==> src/crts_pkg.sv <==
// package for the sensor readout timing sequencer: constants, types and operation summary
// Operation
// - falling vertical phase one moves row down
// - leading dummy row merges with first dark
// - last line gets mode minimum pixel counts
// - rising vertical edge leads or meets falling
// - last horizontal gate fall shifts one pixel
// - clock at least mode minimum pixels per row
// - substrate shutter pulse is optional
// - integration spans shutter fall to phase fall
// - fast dump gate discards unwanted lines
// - dump two lines, then read one normally
// - each pin driven by one of seven patterns
// - at least 2460 or 4920 lines per frame
package crts_pkg;
    localparam int PIX_QUAD      = 5292;   // minimum pixels per line, quad readout
    localparam int PIX_SINGLE    = 10572;  // minimum pixels per line, single readout
    localparam int LINES_QUAD    = 2460;   // minimum lines per frame, quad readout
    localparam int LINES_SINGLE  = 4920;   // minimum lines per frame, single readout
    localparam int DUMP_LINES    = 2;      // lines discarded per dump group
    localparam int CNT_W         = 14;     // width of pixel and line counters
    localparam int VPH_CYC       = 4;      // cycles per vertical pattern step
    localparam int SHUT_CYC      = 4;      // cycles of substrate shutter pulse

    typedef enum logic [2:0] {
        CRTS_IDLE  = 3'b000,
        CRTS_SHUT  = 3'b001,
        CRTS_VXFER = 3'b011,
        CRTS_HREAD = 3'b010,
        CRTS_DUMP  = 3'b111
    } crts_state_t;
endpackage : crts_pkg

==> src/crts_if.sv <==
// interface joining the timing generator to the sensor model
`timescale 1ns/1ps
`default_nettype none
interface crts_if;
    logic       vertical_phase_one;   // pattern one vertical clock
    logic       vertical_phase_four;  // pattern four vertical clock
    logic       last_horizontal_gate; // pattern six horizontal clock
    logic       sub_shutter;          // substrate shutter pulse
    logic       fast_dump_gate;       // fast line dump gate
    modport gen (output vertical_phase_one, vertical_phase_four, last_horizontal_gate,
                 sub_shutter, fast_dump_gate);
    modport sensor (input vertical_phase_one, vertical_phase_four, last_horizontal_gate,
                    sub_shutter, fast_dump_gate);
endinterface : crts_if
`default_nettype wire

==> src/crts_gen.sv <==
// generator end: frame, line and pixel sequencing of the sensor clocks
`timescale 1ns/1ps
`default_nettype none
module crts_gen
    import crts_pkg::*;
#(
    parameter int PIX_MIN_Q  = PIX_QUAD,     // pixels per line, quad
    parameter int PIX_MIN_S  = PIX_SINGLE,   // pixels per line, single
    parameter int LINE_MIN_Q = LINES_QUAD,   // lines per frame, quad
    parameter int LINE_MIN_S = LINES_SINGLE  // lines per frame, single
) (
    input  wire logic     mclk,        // system clock
    input  wire logic     sys_rst,     // sync reset, active high
    input  wire logic     clk_en,      // freezes all state when low
    input  wire logic     start,       // pulse: begin a frame
    input  wire logic     single_mode, // 1 single readout, 0 quad
    input  wire logic     shut_en,     // pulse substrate shutter first
    input  wire logic     dump_en,     // dump two lines per read line
    crts_if.gen           lnk,         // sensor clock pins
    output logic          busy_ff,     // frame in progress
    output logic          frame_done_ff// pulse: frame finished
);
    crts_state_t state_ff;
    logic [CNT_W-1:0] pix_ff;
    logic [CNT_W-1:0] line_ff;
    logic [CNT_W-1:0] pix_lim_ff;
    logic [CNT_W-1:0] line_lim_ff;
    logic [3:0]       sub_ff;
    logic [1:0]       dump_ff;
    logic             dump_mode_ff;
    logic             v1_ff;
    logic             v4_ff;
    logic             h_ff;
    logic             sub_pin_ff;
    logic             fdg_ff;
    logic             take_start;
    logic             shut_last;
    logic             vx_last;
    logic             px_last;
    logic             line_end;
    logic             frame_end;

    assign lnk.vertical_phase_one   = v1_ff;
    assign lnk.vertical_phase_four  = v4_ff;
    assign lnk.last_horizontal_gate = h_ff;
    assign lnk.sub_shutter          = sub_pin_ff;
    assign lnk.fast_dump_gate       = fdg_ff;

    // step decode, shared by both vertical phases
    function automatic logic at_step(input logic [CNT_W-1:0] cnt, input int n);
        return cnt == CNT_W'(n * VPH_CYC);
    endfunction : at_step

    // last line test; wraps like the counter itself, so limits stay below 2**CNT_W
    function automatic logic is_last_line(input logic [CNT_W-1:0] cnt,
                                          input logic [CNT_W-1:0] lim);
        return (cnt + CNT_W'(1)) >= lim;
    endfunction : is_last_line

    // sequencing events decoded once for all the blocks below
    assign take_start = (state_ff == CRTS_IDLE) && start;
    assign shut_last  = (state_ff == CRTS_SHUT) && (sub_ff == 4'(SHUT_CYC - 1));
    assign vx_last    = (state_ff == CRTS_VXFER) && at_step(pix_ff, 3);
    assign px_last    = (state_ff == CRTS_HREAD) && h_ff
                        && (pix_ff == pix_lim_ff - CNT_W'(1));
    assign line_end   = (state_ff == CRTS_DUMP) || px_last;
    assign frame_end  = line_end && is_last_line(line_ff, line_lim_ff);

    // frame state; a start in any other state is refused
    always_ff @(posedge mclk) begin
        if (sys_rst) begin
            state_ff <= CRTS_IDLE;
        end else if (clk_en) begin
            case (state_ff)
                CRTS_IDLE: begin
                    if (start) begin
                        state_ff <= shut_en ? CRTS_SHUT : CRTS_VXFER;
                    end
                end
                CRTS_SHUT: begin
                    if (shut_last) begin
                        state_ff <= CRTS_VXFER;
                    end
                end
                CRTS_VXFER: begin
                    // a dumped line needs no horizontal clocking
                    if (vx_last) begin
                        state_ff <= fdg_ff ? CRTS_DUMP : CRTS_HREAD;
                    end
                end
                CRTS_DUMP: begin
                    state_ff <= frame_end ? CRTS_IDLE : CRTS_VXFER;
                end
                CRTS_HREAD: begin
                    if (px_last) begin
                        state_ff <= frame_end ? CRTS_IDLE : CRTS_VXFER;
                    end
                end
                default: begin
                    state_ff <= CRTS_IDLE;
                end
            endcase
        end
    end

    // frame status seen by the host
    always_ff @(posedge mclk) begin
        if (sys_rst) begin
            busy_ff       <= 1'b0;
            frame_done_ff <= 1'b0;
        end else if (clk_en) begin
            frame_done_ff <= frame_end;
            if (take_start) begin
                busy_ff <= 1'b1;
            end else if (frame_end) begin
                busy_ff <= 1'b0;
            end
        end
    end

    // mode limits latched at start, so input changes mid-frame are harmless
    always_ff @(posedge mclk) begin
        if (sys_rst) begin
            pix_lim_ff   <= '0;
            line_lim_ff  <= '0;
            dump_mode_ff <= 1'b0;
        end else if (clk_en && take_start) begin
            pix_lim_ff   <= single_mode ? CNT_W'(PIX_MIN_S) : CNT_W'(PIX_MIN_Q);
            line_lim_ff  <= single_mode ? CNT_W'(LINE_MIN_S) : CNT_W'(LINE_MIN_Q);
            dump_mode_ff <= dump_en;
        end
    end

    // step and pixel counter, shared by transfer and readout to save a counter
    always_ff @(posedge mclk) begin
        if (sys_rst) begin
            pix_ff <= '0;
        end else if (clk_en) begin
            if (take_start || vx_last || px_last) begin
                pix_ff <= '0;
            end else if (state_ff == CRTS_VXFER || (state_ff == CRTS_HREAD && h_ff)) begin
                pix_ff <= pix_ff + CNT_W'(1);
            end
        end
    end

    // line counter; dumped lines count toward the frame length
    always_ff @(posedge mclk) begin
        if (sys_rst) begin
            line_ff <= '0;
        end else if (clk_en) begin
            if (take_start) begin
                line_ff <= '0;
            end else if (line_end) begin
                line_ff <= line_ff + CNT_W'(1);
            end
        end
    end

    // substrate shutter pulse ahead of the first transfer
    always_ff @(posedge mclk) begin
        if (sys_rst) begin
            sub_ff     <= '0;
            sub_pin_ff <= 1'b0;
        end else if (clk_en) begin
            if (take_start) begin
                sub_ff     <= '0;
                sub_pin_ff <= shut_en;
            end else if (state_ff == CRTS_SHUT) begin
                sub_ff <= sub_ff + 4'h1;
                if (shut_last) begin
                    sub_pin_ff <= 1'b0;
                end
            end
        end
    end

    // dump pattern: two discarded lines, then one read line
    always_ff @(posedge mclk) begin
        if (sys_rst) begin
            dump_ff <= '0;
            fdg_ff  <= 1'b0;
        end else if (clk_en) begin
            if (take_start) begin
                dump_ff <= '0;
            end else if (vx_last) begin
                dump_ff <= fdg_ff ? dump_ff + 2'h1 : 2'h0;
            end
            // gate stands across the whole transfer so the sensor sees it at the v1 fall
            if (state_ff == CRTS_VXFER) begin
                fdg_ff <= dump_mode_ff && (dump_ff != 2'(DUMP_LINES));
            end else if (state_ff == CRTS_DUMP) begin
                fdg_ff <= 1'b0;
            end
        end
    end

    // vertical phases; v4 rises with v1 high so its rising edge leads the v1 fall
    always_ff @(posedge mclk) begin
        if (sys_rst) begin
            v1_ff <= 1'b0;
            v4_ff <= 1'b0;
        end else if (clk_en && state_ff == CRTS_VXFER) begin
            if (at_step(pix_ff, 0)) begin
                v1_ff <= 1'b1;
            end else if (at_step(pix_ff, 1)) begin
                v4_ff <= 1'b1;
            end else if (at_step(pix_ff, 2)) begin
                v1_ff <= 1'b0;
            end else if (at_step(pix_ff, 3)) begin
                v4_ff <= 1'b0;
            end
        end
    end

    // horizontal gate: one period is two cycles, each fall moves one pixel
    always_ff @(posedge mclk) begin
        if (sys_rst) begin
            h_ff <= 1'b0;
        end else if (clk_en && state_ff == CRTS_HREAD) begin
            h_ff <= ~h_ff;
        end
    end
endmodule : crts_gen
`default_nettype wire

==> src/flat_wrapper.sv <==
// flat-port wrapper written by rule: the top's interface ports become plain ports
module crts_gen_flat import crts_pkg::*;
#(
    parameter int PIX_MIN_Q  = PIX_QUAD,                             
    parameter int PIX_MIN_S  = PIX_SINGLE,                             
    parameter int LINE_MIN_Q = LINES_QUAD,                           
    parameter int LINE_MIN_S = LINES_SINGLE                            
)
  (mclk, sys_rst, clk_en, start, single_mode, shut_en, dump_en, busy_ff, frame_done_ff, lnk_vertical_phase_one, lnk_vertical_phase_four, lnk_last_horizontal_gate, lnk_sub_shutter, lnk_fast_dump_gate);
  crts_if lnk_i ();
  input  wire logic mclk;
  input  wire logic sys_rst;
  input  wire logic clk_en;
  input  wire logic start;
  input  wire logic single_mode;
  input  wire logic shut_en;
  input  wire logic dump_en;
  output logic busy_ff;
  output logic frame_done_ff;
  output wire logic [$bits(lnk_i.vertical_phase_one)-1:0] lnk_vertical_phase_one;
  output wire logic [$bits(lnk_i.vertical_phase_four)-1:0] lnk_vertical_phase_four;
  output wire logic [$bits(lnk_i.last_horizontal_gate)-1:0] lnk_last_horizontal_gate;
  output wire logic [$bits(lnk_i.sub_shutter)-1:0] lnk_sub_shutter;
  output wire logic [$bits(lnk_i.fast_dump_gate)-1:0] lnk_fast_dump_gate;
  assign lnk_vertical_phase_one = lnk_i.vertical_phase_one;
  assign lnk_vertical_phase_four = lnk_i.vertical_phase_four;
  assign lnk_last_horizontal_gate = lnk_i.last_horizontal_gate;
  assign lnk_sub_shutter = lnk_i.sub_shutter;
  assign lnk_fast_dump_gate = lnk_i.fast_dump_gate;
  crts_gen #(.PIX_MIN_Q(PIX_MIN_Q), .PIX_MIN_S(PIX_MIN_S), .LINE_MIN_Q(LINE_MIN_Q), .LINE_MIN_S(LINE_MIN_S)) u_core (.mclk(mclk), .sys_rst(sys_rst), .clk_en(clk_en), .start(start), .single_mode(single_mode), .shut_en(shut_en), .dump_en(dump_en), .lnk(lnk_i), .busy_ff(busy_ff), .frame_done_ff(frame_done_ff));
endmodule
==> config.mk <==
export PLATFORM = sky130hd
export DESIGN_NAME = crts_gen_flat
export DESIGN_NICKNAME = d
export VERILOG_FILES = /design/src/crts_pkg.sv /design/src/crts_if.sv /design/src/crts_gen.sv /design/src/flat_wrapper.sv
export SDC_FILE = /design/constraint.sdc
export NUM_CORES = 1
export LEC_CHECK = 0
export BUFFER_PORTS_ARGS = -buffer_cell sky130_fd_sc_hd__buf_4
export CAP_MARGIN = 20
export CORE_UTILIZATION = 39
export DETAILED_ROUTE_END_ITERATION = 6
export GPL_TIMING_DRIVEN = 0
export SKIP_CTS_REPAIR_TIMING = 1
export SLEW_MARGIN = 20
export SYNTH_ARGS = -nofsm -noshare
export SYNTH_HDL_FRONTEND = slang
export SYNTH_SLANG_ARGS = --single-unit
==> constraint.sdc <==
create_clock -name mclk -period 2.45 [get_ports mclk]
set_clock_uncertainty 0.2 [all_clocks]
set_input_delay 0.245 -clock mclk [delete_from_list [all_inputs] [get_ports mclk]]
set_output_delay 0.245 -clock mclk [all_outputs]
set_load 0.05 [all_outputs]
==> results of run 1 <==
-- path summary, 6_finish.rpt --
kind / endpoint / slack [ns] / cells past startpoint
hold / removal: u_core.line_ff[3] / 0.18 / 2
hold reg to reg: u_core.dump_mode_ff / 0.27 / 2
setup / recovery: u_core.frame_done_ff / -0.33 / 11
setup reg to reg: u_core.frame_done_ff / -0.33 / 11
-- critical path: stages, from the launching register on --
cell and delay [ns]:
sky130_fd_sc_hd__dfxtp_4 0.39, sky130_fd_sc_hd__and4_4 0.27, sky130_fd_sc_hd__nand4_1 0.15, sky130_fd_sc_hd__and2_4 0.18, sky130_fd_sc_hd__or2_4 0.25, sky130_fd_sc_hd__ha_4 0.16, sky130_fd_sc_hd__a211oi_2 0.22, sky130_fd_sc_hd__a21oi_2 0.12
sky130_fd_sc_hd__nor4_4 0.35, sky130_fd_sc_hd__buf_4 0.20, sky130_fd_sc_hd__nand2b_1 0.10, sky130_fd_sc_hd__a21oi_1 0.06
-- kinds of logic (layout without fill, tap and decap cells) --
group	after synthesis	in the layout
AND/OR/NAND/NOR	185	185
AO/OA/AOI/OAI	88	89
flip-flops	48	48
buffers and inverters	29	84
XOR/XNOR	17	17
adder cells (fa/ha/maj)	16	16
multiplexers	8	8
-- power by group --
part / switching (µW) / total (µW) / internal, µW
Sequential: 17.7 / 809 / 791
Clock: 298 / 709 / 411
Combinational: 224 / 369 / 145
Total: 539 / 1890 / 1350
-- Yosys cell counts, drive strengths merged, types with 3 or more instances --
cell    number  area share (%)
nand2       44             5.3
nand3       22             3.5
a211oi       9             2.3
xor2         3            0.85
mux2i        8             2.6
o21ai       18             3.0
and2         4            0.81
nand2b       8             1.6
a21oi       34             6.3
nor3b        3            0.72
nor3        10             1.8
nor2        43             5.4
a31oi        7             1.4
and4         4             1.1
buf          9             1.9
dfxtp       48              31
nor2b       11             2.2
and3         6             1.2
inv         11             1.3
nand4        8             1.6
or2          5             1.0
o31ai        3             1.3
nor4         4             1.2
xnor2       14             3.9
or3          6             1.4
clkbuf       9             1.1
ha          16             6.4
-- cells in the final DEF, fill, tap and decap left out, drive strengths merged, types with 4 or more instances in the layout --
master,netlist,layout
nand3,22,22
nor3,10,10
or2,5,5
a211oi,9,9
and4,4,4
and2,4,4
nand2,44,44
nor2,43,43
o21ai,18,18
mux2i,8,8
nand4,8,8
xnor2,14,14
clkbuf,9,15
a31oi,7,7
and3,6,6
buf,9,52
nor4,4,4
a21oi,34,34
nand2b,8,8
dfxtp,48,48
nor2b,11,11
ha,16,16
inv,11,12
or3,6,6
-- stage by stage --
step | cell area [µm²] | utilization (%) | instances | setup slack (ns)
3_5_place_dp | 3481 | 45.05 | 505 | -0.4449
2_1_floorplan | 3263 | - | 391 | -0.01106
4_1_cts | 3618 | 46.83 | 513 | -0.4868
5_1_grt | 4141 | 53.59 | 549 | -0.4400
6_report | 4141 | 53.59 | 549 | -0.3323
3_3_place_gp | 3481 | 45.05 | 505 | -0.3750
-- area by class of cell --
class / instances / area (µm²)
plain buffers: 18 / 113.9
clock buffers: 5 / 68.82
clock inverters: 3 / 68.82
fillers: 701 / 3586
inverters: 11 / 51.30
multi-input cells: 315 / 2336
flip-flops and latches: 48 / 992.2
well taps: 102 / 127.6
repair buffers: 47 / 382.9
-- registers in the layout, summed over array words and instances, names as in the netlist --
register and flops:
u_core.line_lim_ff 3, u_core.busy_ff 1, u_core.frame_done_ff 1, u_core.sub_ff 4
u_core.lnk.last_horizontal_gate 1, u_core.lnk.vertical_phase_four 1, u_core.dump_mode_ff 1, u_core.dump_ff 2
u_core.pix_ff 14, u_core.line_ff 14, u_core.lnk.sub_shutter 1, u_core.lnk.fast_dump_gate 1
u_core.lnk.vertical_phase_one 1, u_core.state_ff 3
-- routing by layer --
layer	part of all wire (%)	vias up	wire [µm]	GRT usage (%)
li1	-	1517	-	-
met1	46	1422	3929	27.01
met2	48	56	4097	30.93
met3	3.9	13	327	2.931
met4	1.5	0	125	5.291
met5	0	-	0	0
==> results.yml, run 1 <==
timing:
  fin_crit_ns: 2.782
  timing.final.hold_violations: 0
  final.setup.tns_ns: -3.411
  final-setup-viol-count: 28
  worst_slew_margin_rel_pct: 52.87
  fin_ws_ns: -0.3323
  finalHoldWorstSlack_ns: 0.1842
  slew_viol_final: 0
  grt_setup_unrepaired: "yes"
  timing.final.crit_share_pct: 113.6
  max_freq_mhz: 359.4
  worst_slew_pin_slew_ns: 0.7054
routing:
  route.vias.total: 3008
  detailedRoute.firstIterationViolations: 218
  vias_per_cell: 5.479
  remaining_drc_errors: 0
  avgRoutedWirePerCell_um: 15.45
  dr.pass1.iters: 4
  postRouteWirelength_um: 8480
  postRouteAntennaNets: 0
yosys:
  ys_seq_area_share_pct: 30.92
  combinational_family_with_the_most_area_after_synthesis: "simple AND/OR/NAND/NOR gates"
  synthCells: 391
  ys_seq_elements: 48
  post_synth_instance_area_um2: 3108
  compound_cell_area_share_of_the_yosys_netlist_pct: 19.65
  synth-xor-area-share_pct: 4.791
  synth.mux.area_fraction_pct: 2.576
  synth_enable_flop_cells: 0
  ys.flop_type: "sky130_fd_sc_hd__dfxtp_1"
  synthesis.yosys.warnings: 0
  postSynth.asyncResetShare_pct: 0
  count_of_distinct_cell_types_in_the_synthesized_netlist: 62
  synth-adder-area-share_pct: 6.441
  synth_nets: 414
  synth_simple_gate_area_share_pct: 31.32
  syn_area_per_cell_um2: 7.949
hold_path:
  min_from: "sys_rst"
  timing.hold.worst.class: "input pin to flip-flop"
global_routing:
  grt.overflow.total: 0
  grt_pass1_vias: 2631
  track_usage_pct: 19.36
  initial_antenna_violation_count: 0
  grt_max_degree: 17
  wire_length_of_the_first_global_routing_pass_um: 12950
floorplanning:
  top_level_ports: 14
  die-width_um: 91.27
  floorplan.die.height_um: 91.27
  start_util_pct: 40.22
  rows: 32
  fp.coreArea_um2: 7727
  dieArea_um2: 8330
setup_path:
  worstReg2RegStart: "u_core.line_ff[5]"
  timing.critical_path.from: "u_core.line_ff[5]"
  cp.arrival_ns: 2.76
  critical_path.endpoint_type: "flip-flop"
  critPathKind: "flip-flop to flip-flop"
  worst_ep_required_time_ns: 2.43
  crit_path_start_kind: "flip-flop"
  critPathMaxFanout: 8
power:
  fin_total_pwr_uw: 1887
  power_per_cell_area_nw_per_um2: 455.6
  leakage_uw: 0.001481
  max-vdd-ir-drop_uv: 326.7
final_layout:
  antenna_fix_cells: 0
  finish.net_count: 469
  area_growth_pct: 33.25
  layout-drive-gt1-share_pct: 31.32
placed_design:
  place_hpwl_um: 5688
  port-buffer-count: 12
  gp_routability_congestion: 0.8498
cts:
  ctsLongestPathBuffers: 2
  clkTransAtPathRegs_ns: 0.10
  clk_latency_ns: 0.31
  tritoncts_sink_count: 48
  cts-root-buf: "sky130_fd_sc_hd__clkbuf_8"
  tritoncts_clock_tree: "done"
  cts_inserted_buffers: 5
  cts_max_level: 2
job:
  maxCapViolations: 0
status:
  run_status: "finished, violations left"
  violations: "setup timing"
(Power assumes the default switching activity.)
==> run 2: changes to the inputs <==
==> constraint.sdc (replaced) <==
create_clock -name mclk -period 3.24 [get_ports mclk]
set_clock_uncertainty 0.2 [all_clocks]
set_input_delay 0.486 -clock mclk [delete_from_list [all_inputs] [get_ports mclk]]
set_output_delay 0.486 -clock mclk [all_outputs]
set_load 0.05 [all_outputs]
==> run 2 against run 1 <==
The run now ends clean. Hold slack gained 0.044 ns. First-iteration DRC count shrank 65%. Combinational power shrank 39%. Clock power shrank 34%. Sequential share of layout area grew 3.8 points. Critical path depth grew 2. Register-to-register slack gained 0.44 ns. Count of clock-buffer cells in the layout grew 1.
==> results.yml, run 2 (synthesis results as in run 1) <==
cts:
  cts-root-buf: "sky130_fd_sc_hd__clkbuf_8"
  tritoncts_sink_count: 48
  cts_inserted_buffers: 5
  ctsLongestPathBuffers: 2
  cts_max_level: 2
  clkTransAtPathRegs_ns: 0.10
  clk_latency_ns: 0.30
  tritoncts_clock_tree: "done"
setup_path:
  critical_path_max_stage_delay_ns: 0.39
  worst_ep_required_time_ns: 3.27
  crit_path_start_kind: "flip-flop"
  critical_path.endpoint_type: "flip-flop"
  path_cells: "buf_2 -> nand2_1 -> nor2_2 -> and3_1 -> nor2b_1 -> or2_2 -> ha_1 -> nor4_1 -> a211oi_2 -> nor4_2 -> buf_4 -> nand4_1 -> a31oi_1"
  critical_path.n_buffers_inverters: 2
  critical-path-slowest-cell: "sky130_fd_sc_hd__nor4_1"
  path_delay_family: "simple AND/OR/NAND/NOR gates"
  cp.arrival_ns: 3.16
  critPathMaxFanout: 8
  critPathKind: "flip-flop to flip-flop"
global_routing:
  met3_usage_pct: 2.345
  grt_pass1_vias: 2654
  track_usage_pct: 18.44
  top_usage_layer: "met2"
  wire_length_of_the_first_global_routing_pass_um: 12480
  globalRouteMet2Util_pct: 31.76
  grt.overflow.total: 0
  grt_max_degree: 16
  grt_util_met1_pct: 24.10
  initial_antenna_violation_count: 0
timing:
  fin_crit_ns: 3.131
  worst_slew_pin_slew_ns: 0.6843
  max_freq_mhz: 319.3
  final.setup.tns_ns: 0
  slew_viol_final: 0
  final-setup-viol-count: 0
  worst_slew_margin_rel_pct: 53.78
  timing.final.crit_share_pct: 96.65
  timing.final.hold_violations: 0
  fin_ws_ns: 0.1085
final_layout:
  layout-drive-gt1-share_pct: 14.08
  area_growth_pct: 11.43
  top_flop_regs: "u_core.line_ff: 14 flops, u_core.pix_ff: 14 flops, u_core.sub_ff: 4 flops"
  postLayoutCellArea_um2: 3463
  finish.net_count: 434
  most_common_library_cell_in_the_layout_ignoring_fill_and_taps: "sky130_fd_sc_hd__dfxtp_1"
  most-common-layout-cells: "47 x sky130_fd_sc_hd__dfxtp_1, 44 x sky130_fd_sc_hd__nand2_1, 39 x sky130_fd_sc_hd__nor2_1, 31 x sky130_fd_sc_hd__a21oi_1, 22 x sky130_fd_sc_hd__nand3_1"
  antenna_fix_cells: 0
  fill_cells: 787
routing:
  postRouteWirelength_um: 7400
  detailedRoute.firstIterationViolations: 77
  route.vias.total: 2812
  avgRoutedWirePerCell_um: 14.40
  remaining_drc_errors: 0
  postRouteAntennaNets: 0
  dr.pass1.iters: 4
  vias_per_cell: 5.471
hold_path:
  timing.hold.worst.class: "input pin to flip-flop"
power:
  power_per_cell_area_nw_per_um2: 378.2
  max-vdd-ir-drop_uv: 188.9
  fin_total_pwr_uw: 1310
  leakage_uw: 0.001238
status:
  run_status: "finished clean"
job:
  maxCapViolations: 0
floorplanning:
  floorplan.die.height_um: 91.27
  top_level_ports: 14
  fp.coreArea_um2: 7727
  dieArea_um2: 8330
  rows: 32
  die-width_um: 91.27
  start_util_pct: 40.22
placed_design:
  gp_routability_congestion: 0.8048
  pre_cts_slack_ns: -0.03402
  place_hpwl_um: 5438
  port-buffer-count: 12
  place_area_um2: 3326
[run 2: final timing paths]
path / endpoint / cells after the start / from / slack, ns
hold reg to reg: u_core.dump_mode_ff / 2 / u_core.dump_mode_ff / 0.27
setup reg to reg: u_core.state_ff[0] / 13 / u_core.line_ff[3] / 0.11
setup / recovery: u_core.state_ff[0] / 13 / u_core.line_ff[3] / 0.11
hold / removal: u_core.dump_mode_ff / 3 / dump_en / 0.23
[run 2: report_power, final]
| part | internal (µW) | leakage, µW | switching, µW |
|---|---|---|---|
| Clock | 253 | 0.0000614 | 217 |
| Sequential | 602 | 0.000388 | 12.2 |
| Combinational | 81.8 | 0.000788 | 144 |
| Total | 937 | 0.00124 | 373 |
[run 2: metrics by stage]
| step | hold WS [ns] | instances | util, % |
|---|---|---|---|
| 5_1_grt | 0.2372 | 514 | 44.82 |
| 3_5_place_dp | 0.2587 | 505 | 43.04 |
| 4_1_cts | 0.2262 | 513 | 44.61 |
| 6_report | 0.2285 | 514 | 44.82 |
| 2_1_floorplan | 0.2314 | 391 | - |
| 3_3_place_gp | 0.2450 | 505 | 43.04 |
[run 2: final cells by class]
type,count,area [µm²],share of cell area [%]
clock inverters,2,38.79,1.120
repair buffers,13,97.59,2.818
well taps,102,127.6,3.685
inverters,11,41.29,1.192
flip-flops and latches,48,962.2,27.78
plain buffers,18,92.59,2.673
multi-input cells,314,2021,58.35
clock buffers,6,82.58,2.384
[run 2: metal layers]
| metal | part of all wire [%] | vias up |
|---|---|---|
| met5 | 0 | - |
| met4 | 1.1 | 0 |
| met3 | 2.4 | 6 |
| met2 | 48 | 35 |
| met1 | 49 | 1334 |
| li1 | - | 1437 |
[run 2: worst min-delay path: cells and delay by family]
family	cells	cell delay [ns]
AOI/OAI and AO/OA	1	0.05
buffers and inverters	1	0.11
and+or+nand+nor	1	0.05
